<file path="src/core/gbp_defs.vh">
// Constants for the grouped byte port I/O block
`ifndef GBP_DEFS_VH
`define GBP_DEFS_VH
// Register byte offsets
`define GBP_OFF_CMD      12'h000
`define GBP_OFF_STATUS   12'h004
`define GBP_OFF_POLARITY 12'h008
`define GBP_OFF_HSCFG    12'h00C
`define GBP_OFF_WDATA0   12'h010
`define GBP_OFF_WDATA1   12'h014
`define GBP_OFF_WDATA2   12'h018
`define GBP_OFF_RDATA0   12'h020
`define GBP_OFF_RDATA1   12'h024
`define GBP_OFF_RDATA2   12'h028
// Command register fields
`define GBP_CMD_GO_BIT   0
`define GBP_CMD_RD_BIT   1
`define GBP_CMD_BITOP    2
`define GBP_CMD_BITVAL   3
`define GBP_CMD_WID_LSB  4
`define GBP_CMD_PORT_LSB 8
`define GBP_CMD_BIT_LSB  16
// Group widths
`define GBP_W_BYTE 3'd0
`define GBP_W_WORD 3'd1
`define GBP_W_QUAD 3'd2
`define GBP_W_OCT  3'd3
`define GBP_W_ALL  3'd4
// Handshake modes
`define GBP_HS_NONE   2'd0
`define GBP_HS_STROBE 2'd1
`define GBP_HS_FLAG   2'd2
// Status bits
`define GBP_ST_BUSY 0
`define GBP_ST_ERR  1
`define GBP_ST_RDV  2
// Timing
`define GBP_PORT_GAP_NS 10
`define GBP_CLK_NS      5
// Port gap rounded up to whole clocks, sized to the gap counter
`define GBP_PORT_GAP_CYC 4'd2
`endif

</file>
<file path="src/core/gbp_skid_buf.v">
// Two-entry valid/ready buffer for read results
`timescale 1ns/1ps
module gbp_skid_buf #(
  parameter W = 96
) (
  input  wire         i_sys_clk,
  input  wire         i_rst_n,
  input  wire         i_valid,
  output wire         o_ready,
  input  wire [W-1:0] i_data,
  output wire         o_valid,
  input  wire         i_ready,
  output wire [W-1:0] o_data
);
  reg [W-1:0] mem_reg [0:1];
  reg         wr_ptr_reg;
  reg         rd_ptr_reg;
  reg  [1:0]  cnt_reg;
  wire        push = i_valid && (cnt_reg != 2'd2);
  wire        pop  = (cnt_reg != 2'd0) && i_ready;

  assign o_ready = (cnt_reg != 2'd2);
  assign o_valid = (cnt_reg != 2'd0);
  assign o_data  = mem_reg[rd_ptr_reg];

  // Pointers and occupancy
  always @(posedge i_sys_clk) begin
    if (!i_rst_n) begin
      wr_ptr_reg <= 1'b0;
      rd_ptr_reg <= 1'b0;
      cnt_reg    <= 2'd0;
    end else begin
      if (push) begin
        mem_reg[wr_ptr_reg] <= i_data;
        wr_ptr_reg          <= ~wr_ptr_reg;
      end
      if (pop)
        rd_ptr_reg <= ~rd_ptr_reg;
      if (push && !pop)
        cnt_reg <= cnt_reg + 2'd1;
      else if (pop && !push)
        cnt_reg <= cnt_reg - 2'd1;
    end
  end
endmodule // gbp_skid_buf

</file>
<file path="src/core/gbp_port_io.v">
// Twelve byte ports with grouping, polarity and handshake over AHB-Lite
`timescale 1ns/1ps
`include "gbp_defs.vh"

// Summary of operation
// - Twelve byte ports, numbered zero to eleven.
// - Bit write takes only zero or one, completes through output handshake.
// - Bit index 0..7 per port, 0..95 across combined ports.
// - Bit k drives line k; bit seven is MSB.
// - True-high polarity drives one high; inverted polarity drives complement.
// - Word groups two ports; quad groups four ports.
// - Eight- and twelve-port groups; each group is one transfer.
// - Base ports: word even to ten, quad 0/4/8, larger only 0.
// - Unnamed port means port zero, any width.
// - Grouped read runs input handshake, then returns combined lines.
// - One handshake mode and delay govern the whole group.
// - Control lines switch lowest to highest port with small gaps.
// - Any flag change in group advances handshake for all ports.
// - Strobe: data, wait, assert, wait, deassert; flag unused.
// - No handshake: move immediately; outputs stay outputs.
module gbp_port_io #(
  parameter NPORT = 12,
  parameter DW    = 16
) (
  input  wire             i_sys_clk,
  input  wire             i_rst_n,
  input  wire             i_hsel,
  input  wire [11:0]      i_haddr,
  input  wire [1:0]       i_htrans,
  input  wire             i_hwrite,
  input  wire [2:0]       i_hsize,
  input  wire [31:0]      i_hwdata,
  input  wire             i_hready,
  output reg  [31:0]      o_hrdata,
  output reg              o_hreadyout,
  output reg              o_hresp,
  input  wire [95:0]      i_port_data_line,
  output reg  [95:0]      o_port_data_line,
  output reg  [95:0]      o_port_data_oe,
  output reg  [11:0]      o_control_strobe_line,
  input  wire [11:0]      i_peripheral_flag_line
);
  localparam S_IDLE = 3'd0;
  localparam S_WAIT = 3'd1;
  localparam S_ASRT = 3'd2;
  localparam S_HOLD = 3'd3;
  localparam S_DEAS = 3'd4;
  localparam S_FLAG = 3'd5;
  localparam S_DONE = 3'd6;
  localparam [3:0] GAP = `GBP_PORT_GAP_CYC;

  reg [2:0]    state_reg;
  reg [95:0]   out_reg;       // Logical data, before polarity
  reg [95:0]   dir_reg;
  reg [11:0]   pol_reg;       // One inverts the port
  reg [1:0]    mode_reg;
  reg [DW-1:0] delay_reg;
  reg [DW-1:0] cnt_reg;
  reg [3:0]    gap_reg;
  reg [3:0]    cur_reg;       // Port whose control line switches next
  reg [3:0]    base_reg;
  reg [3:0]    last_reg;
  reg          rd_reg;
  reg          err_reg;
  reg          rdv_reg;
  reg [95:0]   wdata_reg;
  reg [11:0]   flag_q_reg;
  reg          ap_valid_reg;
  reg          ap_write_reg;
  reg [11:0]   ap_addr_reg;
  reg          rb_pop_reg;

  // Command decode of the incoming word
  wire [2:0] c_wid  = i_hwdata[`GBP_CMD_WID_LSB +: 3];
  wire [3:0] c_port = i_hwdata[`GBP_CMD_PORT_LSB +: 4];
  wire [6:0] c_bit  = i_hwdata[`GBP_CMD_BIT_LSB +: 7];
  reg  [3:0] c_span;
  reg        c_ok;

  // Group extent and legal base ports
  always @* begin
    c_span = 4'd0;
    c_ok   = 1'b0;
    case (c_wid)
      `GBP_W_BYTE: begin
        c_span = 4'd0;
        c_ok   = (c_port < NPORT);
      end
      `GBP_W_WORD: begin
        c_span = 4'd1;
        c_ok   = !c_port[0] && (c_port <= 4'd10);
      end
      `GBP_W_QUAD: begin
        c_span = 4'd3;
        c_ok   = (c_port[1:0] == 2'd0) && (c_port <= 4'd8);
      end
      `GBP_W_OCT: begin
        c_span = 4'd7;
        c_ok   = (c_port == 4'd0);
      end
      `GBP_W_ALL: begin
        c_span = 4'd11;
        c_ok   = (c_port == 4'd0);
      end
      default: begin
        c_span = 4'd0;
        c_ok   = 1'b0;
      end
    endcase
  end

  // Bit operation checks; index is relative to the group base
  wire       bit_ok   = (c_bit <= {c_span, 3'b111});
  wire [6:0] abs_bit  = {c_port, 3'b000} + c_bit;
  wire [95:0] grp_mask;
  genvar g;
  generate
    for (g = 0; g < NPORT; g = g + 1) begin : g_mask
      assign grp_mask[g*8 +: 8] = {8{(g >= c_port) && (g <= c_port + c_span)}};
    end
  endgenerate

  // Read-result buffer between the handshake engine and the bus
  wire        rb_in_ready;
  wire        rb_valid;
  wire [95:0] rb_data;
  reg  [95:0] cap_reg;
  reg         cap_vld_reg;
  gbp_skid_buf #(.W(96)) u_rbuf (
    .i_sys_clk (i_sys_clk),
    .i_rst_n   (i_rst_n),
    .i_valid   (cap_vld_reg),
    .o_ready   (rb_in_ready),
    .i_data    (cap_reg),
    .o_valid   (rb_valid),
    .i_ready   (rb_pop_reg),
    .o_data    (rb_data)
  );

  wire [95:0] pol_exp;
  generate
    for (g = 0; g < NPORT; g = g + 1) begin : g_pol
      assign pol_exp[g*8 +: 8] = {8{pol_reg[g]}};
    end
  endgenerate

  // Ports of the running transfer, held for its whole length
  wire [11:0] grp_sel;
  wire [95:0] grp_mask_q;
  generate
    for (g = 0; g < NPORT; g = g + 1) begin : g_sel
      assign grp_sel[g]           = (g >= base_reg) && (g <= last_reg);
      assign grp_mask_q[g*8 +: 8] = {8{grp_sel[g]}};
    end
  endgenerate

  // Any flag edge inside the group starts releasing every port, lowest first, with gaps
  wire flag_chg = |((i_peripheral_flag_line ^ flag_q_reg) & grp_sel);

  wire start = ap_valid_reg && ap_write_reg && (ap_addr_reg == `GBP_OFF_CMD)
               && i_hwdata[`GBP_CMD_GO_BIT] && (state_reg == S_IDLE);
  wire bit_cmd = i_hwdata[`GBP_CMD_BITOP];
  wire cmd_ok  = c_ok && (!bit_cmd || (bit_ok && !i_hwdata[`GBP_CMD_RD_BIT]));

  // Handshake setting as read back; the delay may be narrower than its field
  reg [31:0] hscfg_rd;
  always @* begin
    hscfg_rd           = 32'h0000_0000;
    hscfg_rd[1:0]      = mode_reg;
    hscfg_rd[16 +: DW] = delay_reg;
  end

  // Bus slave, handshake engine and pin drivers
  always @(posedge i_sys_clk) begin
    if (!i_rst_n) begin
      state_reg             <= S_IDLE;
      out_reg               <= 96'd0;
      dir_reg               <= 96'd0;
      pol_reg               <= 12'd0;
      mode_reg              <= `GBP_HS_NONE;
      delay_reg             <= {DW{1'b0}};
      cnt_reg               <= {DW{1'b0}};
      gap_reg               <= 4'd0;
      cur_reg               <= 4'd0;
      base_reg              <= 4'd0;
      last_reg              <= 4'd0;
      rd_reg                <= 1'b0;
      err_reg               <= 1'b0;
      rdv_reg               <= 1'b0;
      wdata_reg             <= 96'd0;
      flag_q_reg            <= 12'd0;
      ap_valid_reg          <= 1'b0;
      ap_write_reg          <= 1'b0;
      ap_addr_reg           <= 12'd0;
      rb_pop_reg            <= 1'b0;
      cap_reg               <= 96'd0;
      cap_vld_reg           <= 1'b0;
      o_hrdata              <= 32'd0;
      o_hreadyout           <= 1'b1;
      o_hresp               <= 1'b0;
      o_port_data_line      <= 96'd0;
      o_port_data_oe        <= 96'd0;
      o_control_strobe_line <= 12'd0;
    end else begin
      flag_q_reg  <= i_peripheral_flag_line;
      rb_pop_reg  <= 1'b0;
      cap_vld_reg <= cap_vld_reg && !rb_in_ready;
      // An entry popped in this cycle must not re-arm the flag
      if (rb_valid && !rb_pop_reg) rdv_reg <= 1'b1;
      // Address phase capture; zero wait states
      ap_valid_reg <= i_hsel && i_htrans[1] && i_hready;
      ap_write_reg <= i_hwrite;
      ap_addr_reg  <= i_haddr;
      if (ap_valid_reg && ap_write_reg) begin
        case (ap_addr_reg)
          `GBP_OFF_POLARITY: pol_reg <= i_hwdata[11:0];
          `GBP_OFF_HSCFG: begin
            mode_reg  <= i_hwdata[1:0];
            delay_reg <= i_hwdata[16 +: DW];
          end
          `GBP_OFF_WDATA0: wdata_reg[31:0]  <= i_hwdata;
          `GBP_OFF_WDATA1: wdata_reg[63:32] <= i_hwdata;
          `GBP_OFF_WDATA2: wdata_reg[95:64] <= i_hwdata;
          default: ;
        endcase
      end
      // Read data chosen in this address phase, for the data phase
      if (i_hsel && i_htrans[1] && i_hready && !i_hwrite) begin
        case (i_haddr)
          `GBP_OFF_STATUS:   o_hrdata <= {29'd0, rdv_reg, err_reg, state_reg != S_IDLE};
          `GBP_OFF_POLARITY: o_hrdata <= {20'd0, pol_reg};
          `GBP_OFF_HSCFG:    o_hrdata <= hscfg_rd;
          `GBP_OFF_RDATA0:   o_hrdata <= rb_data[31:0];
          `GBP_OFF_RDATA1:   o_hrdata <= rb_data[63:32];
          `GBP_OFF_RDATA2: begin
            o_hrdata   <= rb_data[95:64];
            rb_pop_reg <= rb_valid;                         // Last word frees the entry
            rdv_reg    <= 1'b0;
          end
          default:           o_hrdata <= 32'd0;
        endcase
      end
      case (state_reg)
        S_IDLE: if (start) begin
          err_reg <= !cmd_ok;
          if (cmd_ok) begin
            base_reg <= c_port;
            last_reg <= c_port + c_span;
            rd_reg   <= i_hwdata[`GBP_CMD_RD_BIT];
            cur_reg  <= c_port;
            cnt_reg  <= delay_reg;
            if (bit_cmd) begin
              out_reg[abs_bit] <= i_hwdata[`GBP_CMD_BITVAL];
              dir_reg[abs_bit] <= 1'b1;
            end else if (!i_hwdata[`GBP_CMD_RD_BIT]) begin
              out_reg <= (out_reg & ~grp_mask) | (wdata_reg & grp_mask);
              dir_reg <= dir_reg | grp_mask;
            end else
              dir_reg <= dir_reg & ~grp_mask;
            if (mode_reg == `GBP_HS_NONE) state_reg <= S_DONE;
            else state_reg <= S_WAIT;
          end
        end
        S_WAIT: if (cnt_reg == {DW{1'b0}}) begin
          state_reg <= S_ASRT;
          gap_reg   <= 4'd0;
        end else cnt_reg <= cnt_reg - 1'b1;
        S_ASRT: if (gap_reg == 4'd0) begin
          o_control_strobe_line[cur_reg] <= 1'b1;
          gap_reg <= GAP;
          if (cur_reg == last_reg) begin
            cur_reg   <= base_reg;
            cnt_reg   <= delay_reg;
            state_reg <= (mode_reg == `GBP_HS_STROBE) ? S_HOLD : S_FLAG;
          end else cur_reg <= cur_reg + 4'd1;
        end else gap_reg <= gap_reg - 4'd1;
        S_FLAG: if (flag_chg) begin
          state_reg <= S_DEAS;
          gap_reg   <= 4'd0;
        end
        S_HOLD: if (cnt_reg == {DW{1'b0}}) begin
          state_reg <= S_DEAS;
          gap_reg   <= 4'd0;
        end else cnt_reg <= cnt_reg - 1'b1;
        S_DEAS: if (gap_reg == 4'd0) begin
          o_control_strobe_line[cur_reg] <= 1'b0;
          gap_reg <= GAP;
          if (cur_reg == last_reg) state_reg <= S_DONE;
          else cur_reg <= cur_reg + 4'd1;
        end else gap_reg <= gap_reg - 4'd1;
        S_DONE: if (!rd_reg) state_reg <= S_IDLE;
        else if (!cap_vld_reg) begin
          // Right-justify the group so its base port lands at bit zero
          cap_reg     <= ((i_port_data_line ^ pol_exp) & grp_mask_q) >> {base_reg, 3'b000};
          cap_vld_reg <= 1'b1;
          state_reg   <= S_IDLE;
        end
        default: state_reg <= S_IDLE;
      endcase
      o_port_data_line <= out_reg ^ pol_exp;
      o_port_data_oe   <= dir_reg;
    end
  end
endmodule // gbp_port_io

</file>
<file path="config.mk">
export PLATFORM = sky130hd
export DESIGN_NAME = gbp_port_io
export DESIGN_NICKNAME = d
export VERILOG_FILES = /design/src/core/gbp_skid_buf.v /design/src/core/gbp_port_io.v
export VERILOG_INCLUDE_DIRS = /design/src /design/src/core
export SDC_FILE = /design/constraint.sdc
export NUM_CORES = 2
export LEC_CHECK = 0
export BUFFER_PORTS_ARGS = -buffer_cell sky130_fd_sc_hd__buf_2
export CAP_MARGIN = 20
export CORE_UTILIZATION = 55
export DETAILED_ROUTE_END_ITERATION = 6
export GPL_TIMING_DRIVEN = 1
export HOLD_SLACK_MARGIN = 0.06
export PLACE_DENSITY_LB_ADDON = 0.2
export RECOVER_POWER = 50
export SKIP_LAST_GASP = 1
export SLEW_MARGIN = 30
export SYNTH_ARGS = -nofsm -noshare
export SYNTH_HDL_FRONTEND = slang
export SYNTH_SLANG_ARGS = --single-unit
</file>
<file path="constraint.sdc">
create_clock -name i_sys_clk -period 6.3 [get_ports i_sys_clk]
set_input_delay 0.315 -clock i_sys_clk [delete_from_list [all_inputs] [get_ports i_sys_clk]]
set_output_delay 0.315 -clock i_sys_clk [all_outputs]
set_load 0.05 [all_outputs]
</file>
# [Word-level counts from Yosys, hierarchy flattened]
# Memories as Yosys holds them, arrays and structs flattened. A register that Yosys moved wholly into a read port is not among the register bits.
# Cells that the tools add are included.
[word_totals] reg_bits=720 latch_bits=0 out_inout_bits=238 mem_bits_rw=192 elab_cells=297 mem_count=1 rom_bits=0 input_bits=162
[mem_list] memory="u_rbuf.mem_reg" depth=2 word_bits=96 read_ports=1 rd_ports_with_merged_regs=1 wr=1 line="gbp_skid_buf.v:15" text="reg [W-1:0] mem_reg [0:1];"
[classes] mul=0 eq_ne=38 div=0 n_addsub=8 n_bitwise=18 n_lt_le_gt_ge=55 n_reduce_logical=86 shift=1 muxes=59
[ops] operator="$and A96 B96 Y96" count=4
[ops] operator="$mux W96" count=4
[ops] operator="$or A96 B96 Y96" count=3
[ops] operator="$pmux W32 S6" count=1
[ops] operator="$xor A96 B96 Y96" count=2
[ops] operator="$le A3 B32 Y1 const A" count=4
[ops] operator="$bwmux W96" count=1
[ops] operator="$le A4 B32 Y1 const A" count=3
[ops] operator="$not A96 Y96" count=1
[ops] operator="$shr A96 B7 Y96" count=1
[ops] operator="$mux W16" count=5
[ops] operator="$le A1 B32 Y1 const A" count=2
[ops] operator="$le A2 B32 Y1 const A" count=2
[ops] operator="$eq A12 B4 Y1 const B" count=4
[ops] operator="$pmux W16 S3" count=1
[ops] operator="$logic_and A1 B1 Y1" count=42
[ops] operator="$mux W3" count=13
[ops] operator="$eq A12 B5 Y1 const B" count=3
[ops] operator="$eq A12 B6 Y1 const B" count=3
[ops] operator="$mux W4" count=9
[ops] operator="$ge A3 B4 Y1 const A" count=8
[ops] operator="$ge A4 B4 Y1 const A" count=8
[ops] operator="$and A12 B12 Y12" count=2
[ops] operator="$mux W12" count=2
[ops] operator="other kinds (60)" count=137

# [Logic depth before layout (Yosys ltp)]
[logic_depth] word_depth=10 depth_mapped=16 ltp_nobuf=12

# [By module]
# From an unflattened synthesis, not the netlist that was laid out.
[unflattened] hier_cells=4375 area_unflattened_um2=40466.3
[modules_own_cells] module="gbp_port_io" cells_per_inst=4049 area_each_um2=33144.3 n_inst=1
[modules_own_cells] module="gbp_skid_buf" cells_per_inst=326 area_each_um2=7322.0 n_inst=1

# [Least setup slack after synthesis]
# No wires, ideal clock.
[synth_path] path_kind="input -> register" from="input port i_rst_n" to="memory u_rbuf.mem_reg[0][0], enable pin" setup_time_ns=0.551 arrival_ns=4.877 path_slack_ns=0.871 path_stages=4 path_cell_list="clkbuf_1 -> clkbuf_1 -> nand2_1 -> nor2_1"
[synth_via] elab_chain_cells=2
[synth_rtl] element="start: declaration" line="gbp_port_io.v:26" text="input wire i_rst_n,"
[synth_rtl] element="$mux W1" line="gbp_skid_buf.v:28" text="if (!i_rst_n) begin"
[synth_rtl] element="$mux W1 (implied by the code)" line="gbp_skid_buf.v:34" text="mem_reg[wr_ptr_reg] <= i_data;"
[synth_rtl] element="end: declaration" line="gbp_skid_buf.v:15"
# No other way between the ends.

==> metrics <==
Total Wirelength=141000 µm; H-tree levels=3; Worst Path Required=6880 ps; crit path kind=in -> reg; Mapped Area=40100 µm²; Pre-antenna DRT Iters=7; setup TNS=0 ps; Clock Skews=59.0 ps; via count=35.9k; I/O Buffers=393; Post-synth EDFFs=192; VDD IR max=0.265 mV; Synth Area in XOR/XNOR=4.85%; MaxCap Viol Count=5; kind of start point of the critical path=input pin; clock sinks=913; CTS resizes=0; largest family of logic cells by synthesized area=compound AO/OA/AOI/OAI gates; Tot Pwr=13.3 mW; Final #Nets=4762; CTS max path bufs=3; num ports=400; syn nets=4508; final hold vios=0; antenna viol nets, final=0; GRT Overall Usage=36.8%; detailed placement HPWL=96400 µm; worst skew pair latency=690 ps; final worst-path cycle share=78.3%; Mapped Avg Cell Area=9.26 µm²; final instance count without filler cells=5613; Max-slew headroom=-128%; actual slew at the worst max-slew pin=3420 ps; area grow syn2layout=15.5%; min Tclk post-route=4940 ps; status=complete, but fails checks; final core utilization=64.4%; first-iteration detailed-routing DRC count=4967; first-pass GRT wire length=206000 µm; Hold Crit Class=in -> reg; DR WL/cell=25.2 µm; Gate Count Post-Synth=4326; sequential share of the synthesized area=50.4%; mux share of post-synthesis cell area=3.85%; Synth Area in Compound Gates=21.6%; worst r2r src=cap_vld_reg; GPL Wtd Cong=1.00; setup violators final=0; hold_ws=106 ps; Fillers=6133; post-DR vias/cell=6.39; Core ar.=71900 µm²; post-synthesis simple-gate area fraction=14.4%; synthesis-stage register bit count=913; CTS Root Cell=clkbuf_16; vias in the first global route=32.2k; hold_sp=i_hwdata[18]; TritonCTS clock tree=yes; die area=74000 µm²; failing checks=capacitance limit, slew limit; crit path from=i_rst_n; antenna violations before repair=4; Num CTS Buffers=94; asr flop ratio synth=0%; Final Max Tran Viols=262; Die W=272 µm; DP Cell Count=5385; Yosys Warn Count=0; max frequency=0.203 GHz; DRC violations left=0; largest net degree at the start of global routing=173; PwrDens=287 nW/µm²; Crit. End Element=register; Die Span Y=272 µm; initial core utilization=55.8%; unrepaired setup endpoints after global routing=false; CTS clock-pin slew for the worst setup and hold paths=60 ps; share of cells above drive strength 1=11.7%; Rows=98; Leak=15.6 nW; most common flop cell mapped by yosys=dfxtp_1; worst endpoint data arrival time=5510 ps; synthesized-area fraction occupied by adder cells=0.662%; CP Max Fanout=95; Yosys cell types=92; total congestion overflow=0
==> cell usage after synthesis (35+ instances only) <==
cell | instances | area [µm²]
dfxtp_1 | 721 | 14400
a21oi_1 | 430 | 2150
nor2_1 | 411 | 1540
nand2_1 | 385 | 1450
clkbuf_1 | 323 | 1210
o21ai_0 | 253 | 1270
edfxtp_1 | 192 | 5770
xnor2_1 | 166 | 1450
and2_1 | 131 | 820
mux2i_1 | 109 | 1090
a22oi_1 | 96 | 721
a221oi_1 | 74 | 648
a211oi_1 | 70 | 526
nor3_1 | 70 | 350
inv_1 | 65 | 244
xor2_1 | 56 | 490
a31oi_1 | 53 | 332
nand3_1 | 48 | 240
o211ai_1 | 43 | 323
mux2_2 | 40 | 450
o21a_1 | 38 | 285
a311oi_1 | 37 | 324
buf_1 | 35 | 131
==> placed cells by master (no fill, tap or decap), types with 61 or more instances in the layout <==
cell type	synthesis	final
xnor2_1	166	164
clkbuf_1	323	255
and2_1	131	107
a22oi_1	96	96
buf_4	3	95
edfxtp_1	192	192
nor3_1	70	61
a21oi_1	430	429
inv_1	65	63
dfxtp_1	721	716
a211oi_1	70	67
buf_2	21	155
clkbuf_16	0	96
nand2_1	385	385
o21ai_0	253	253
a221oi_1	74	74
nor2_1	411	402
mux2i_1	109	109
==> path summary, 6_finish.rpt <==
check | end | slack, ps | cells past startpoint
setup / recovery | register | 1360 | 6
hold / removal | delay_reg[2] | 110 | 3
setup reg to reg | u_rbuf.mem_reg[1][40] | 2250 | 3
hold reg to reg | u_rbuf.mem_reg[1][33] | 430 | 0
==> where the power goes <==
group          total (mW)  switching (mW)  internal (mW)
clock network        5.92            2.47           3.45
logic                1.30           0.897          0.404
registers            6.08          0.0777           6.00
==> metal layers <==
metal	wire (µm)	track usage [%]	share of wire [%]
met4	6510	15.4	4.6
met5	57	0	0.040
met1	57700	52.3	41
met2	58100	52.0	41
met3	18900	10.5	13
==> worst max-delay path, cell delays in order <==
cell and delay [ps]:
dlygate4sd3_1 540, clkbuf_1 650, inv_8 700, clkbuf_1 2440, a31oi_1 400, o21a_1 280
==> repair_timing <==
item / in CTS / in global routing
endpoints found under the setup margin: 0 / 0
hold endpoints to repair: 129 / 0
hold buffers: 49 / 0
buffers inserted: 0 / 0
==> layout make-up <==
class                   count  area (µm²)  share of cell area [%]
diodes                      3        7.51                  0.0162
clock buffers             130        2700                    5.84
clock inverters            46         637                    1.38
inverters                  66         255                   0.552
multi-input cells        2965       18400                    39.7
flip-flops and latches    913       20200                    43.7
well taps                 950        1190                    2.57
repair buffers            540        2930                    6.32
==> cells by family after synthesis <==
logic type | Yosys count
multiplexers | 149
flip-flops | 913
XOR/XNOR | 222
AO/OA/AOI/OAI | 1333
adder cells (fa/ha/maj) | 20
AND/OR/NAND/NOR | 1239
other | 2
buffers and inverters | 448
==> per-stage QoR <==
stage	area, µm²	setup slack [ps]
2_1_floorplan	40100	871
3_3_place_gp	42700	2220
3_5_place_dp	42700	2270
4_1_cts	46600	2420
5_1_grt	46300	1170
6_report	46300	1360
(Power assumes the default switching activity.)
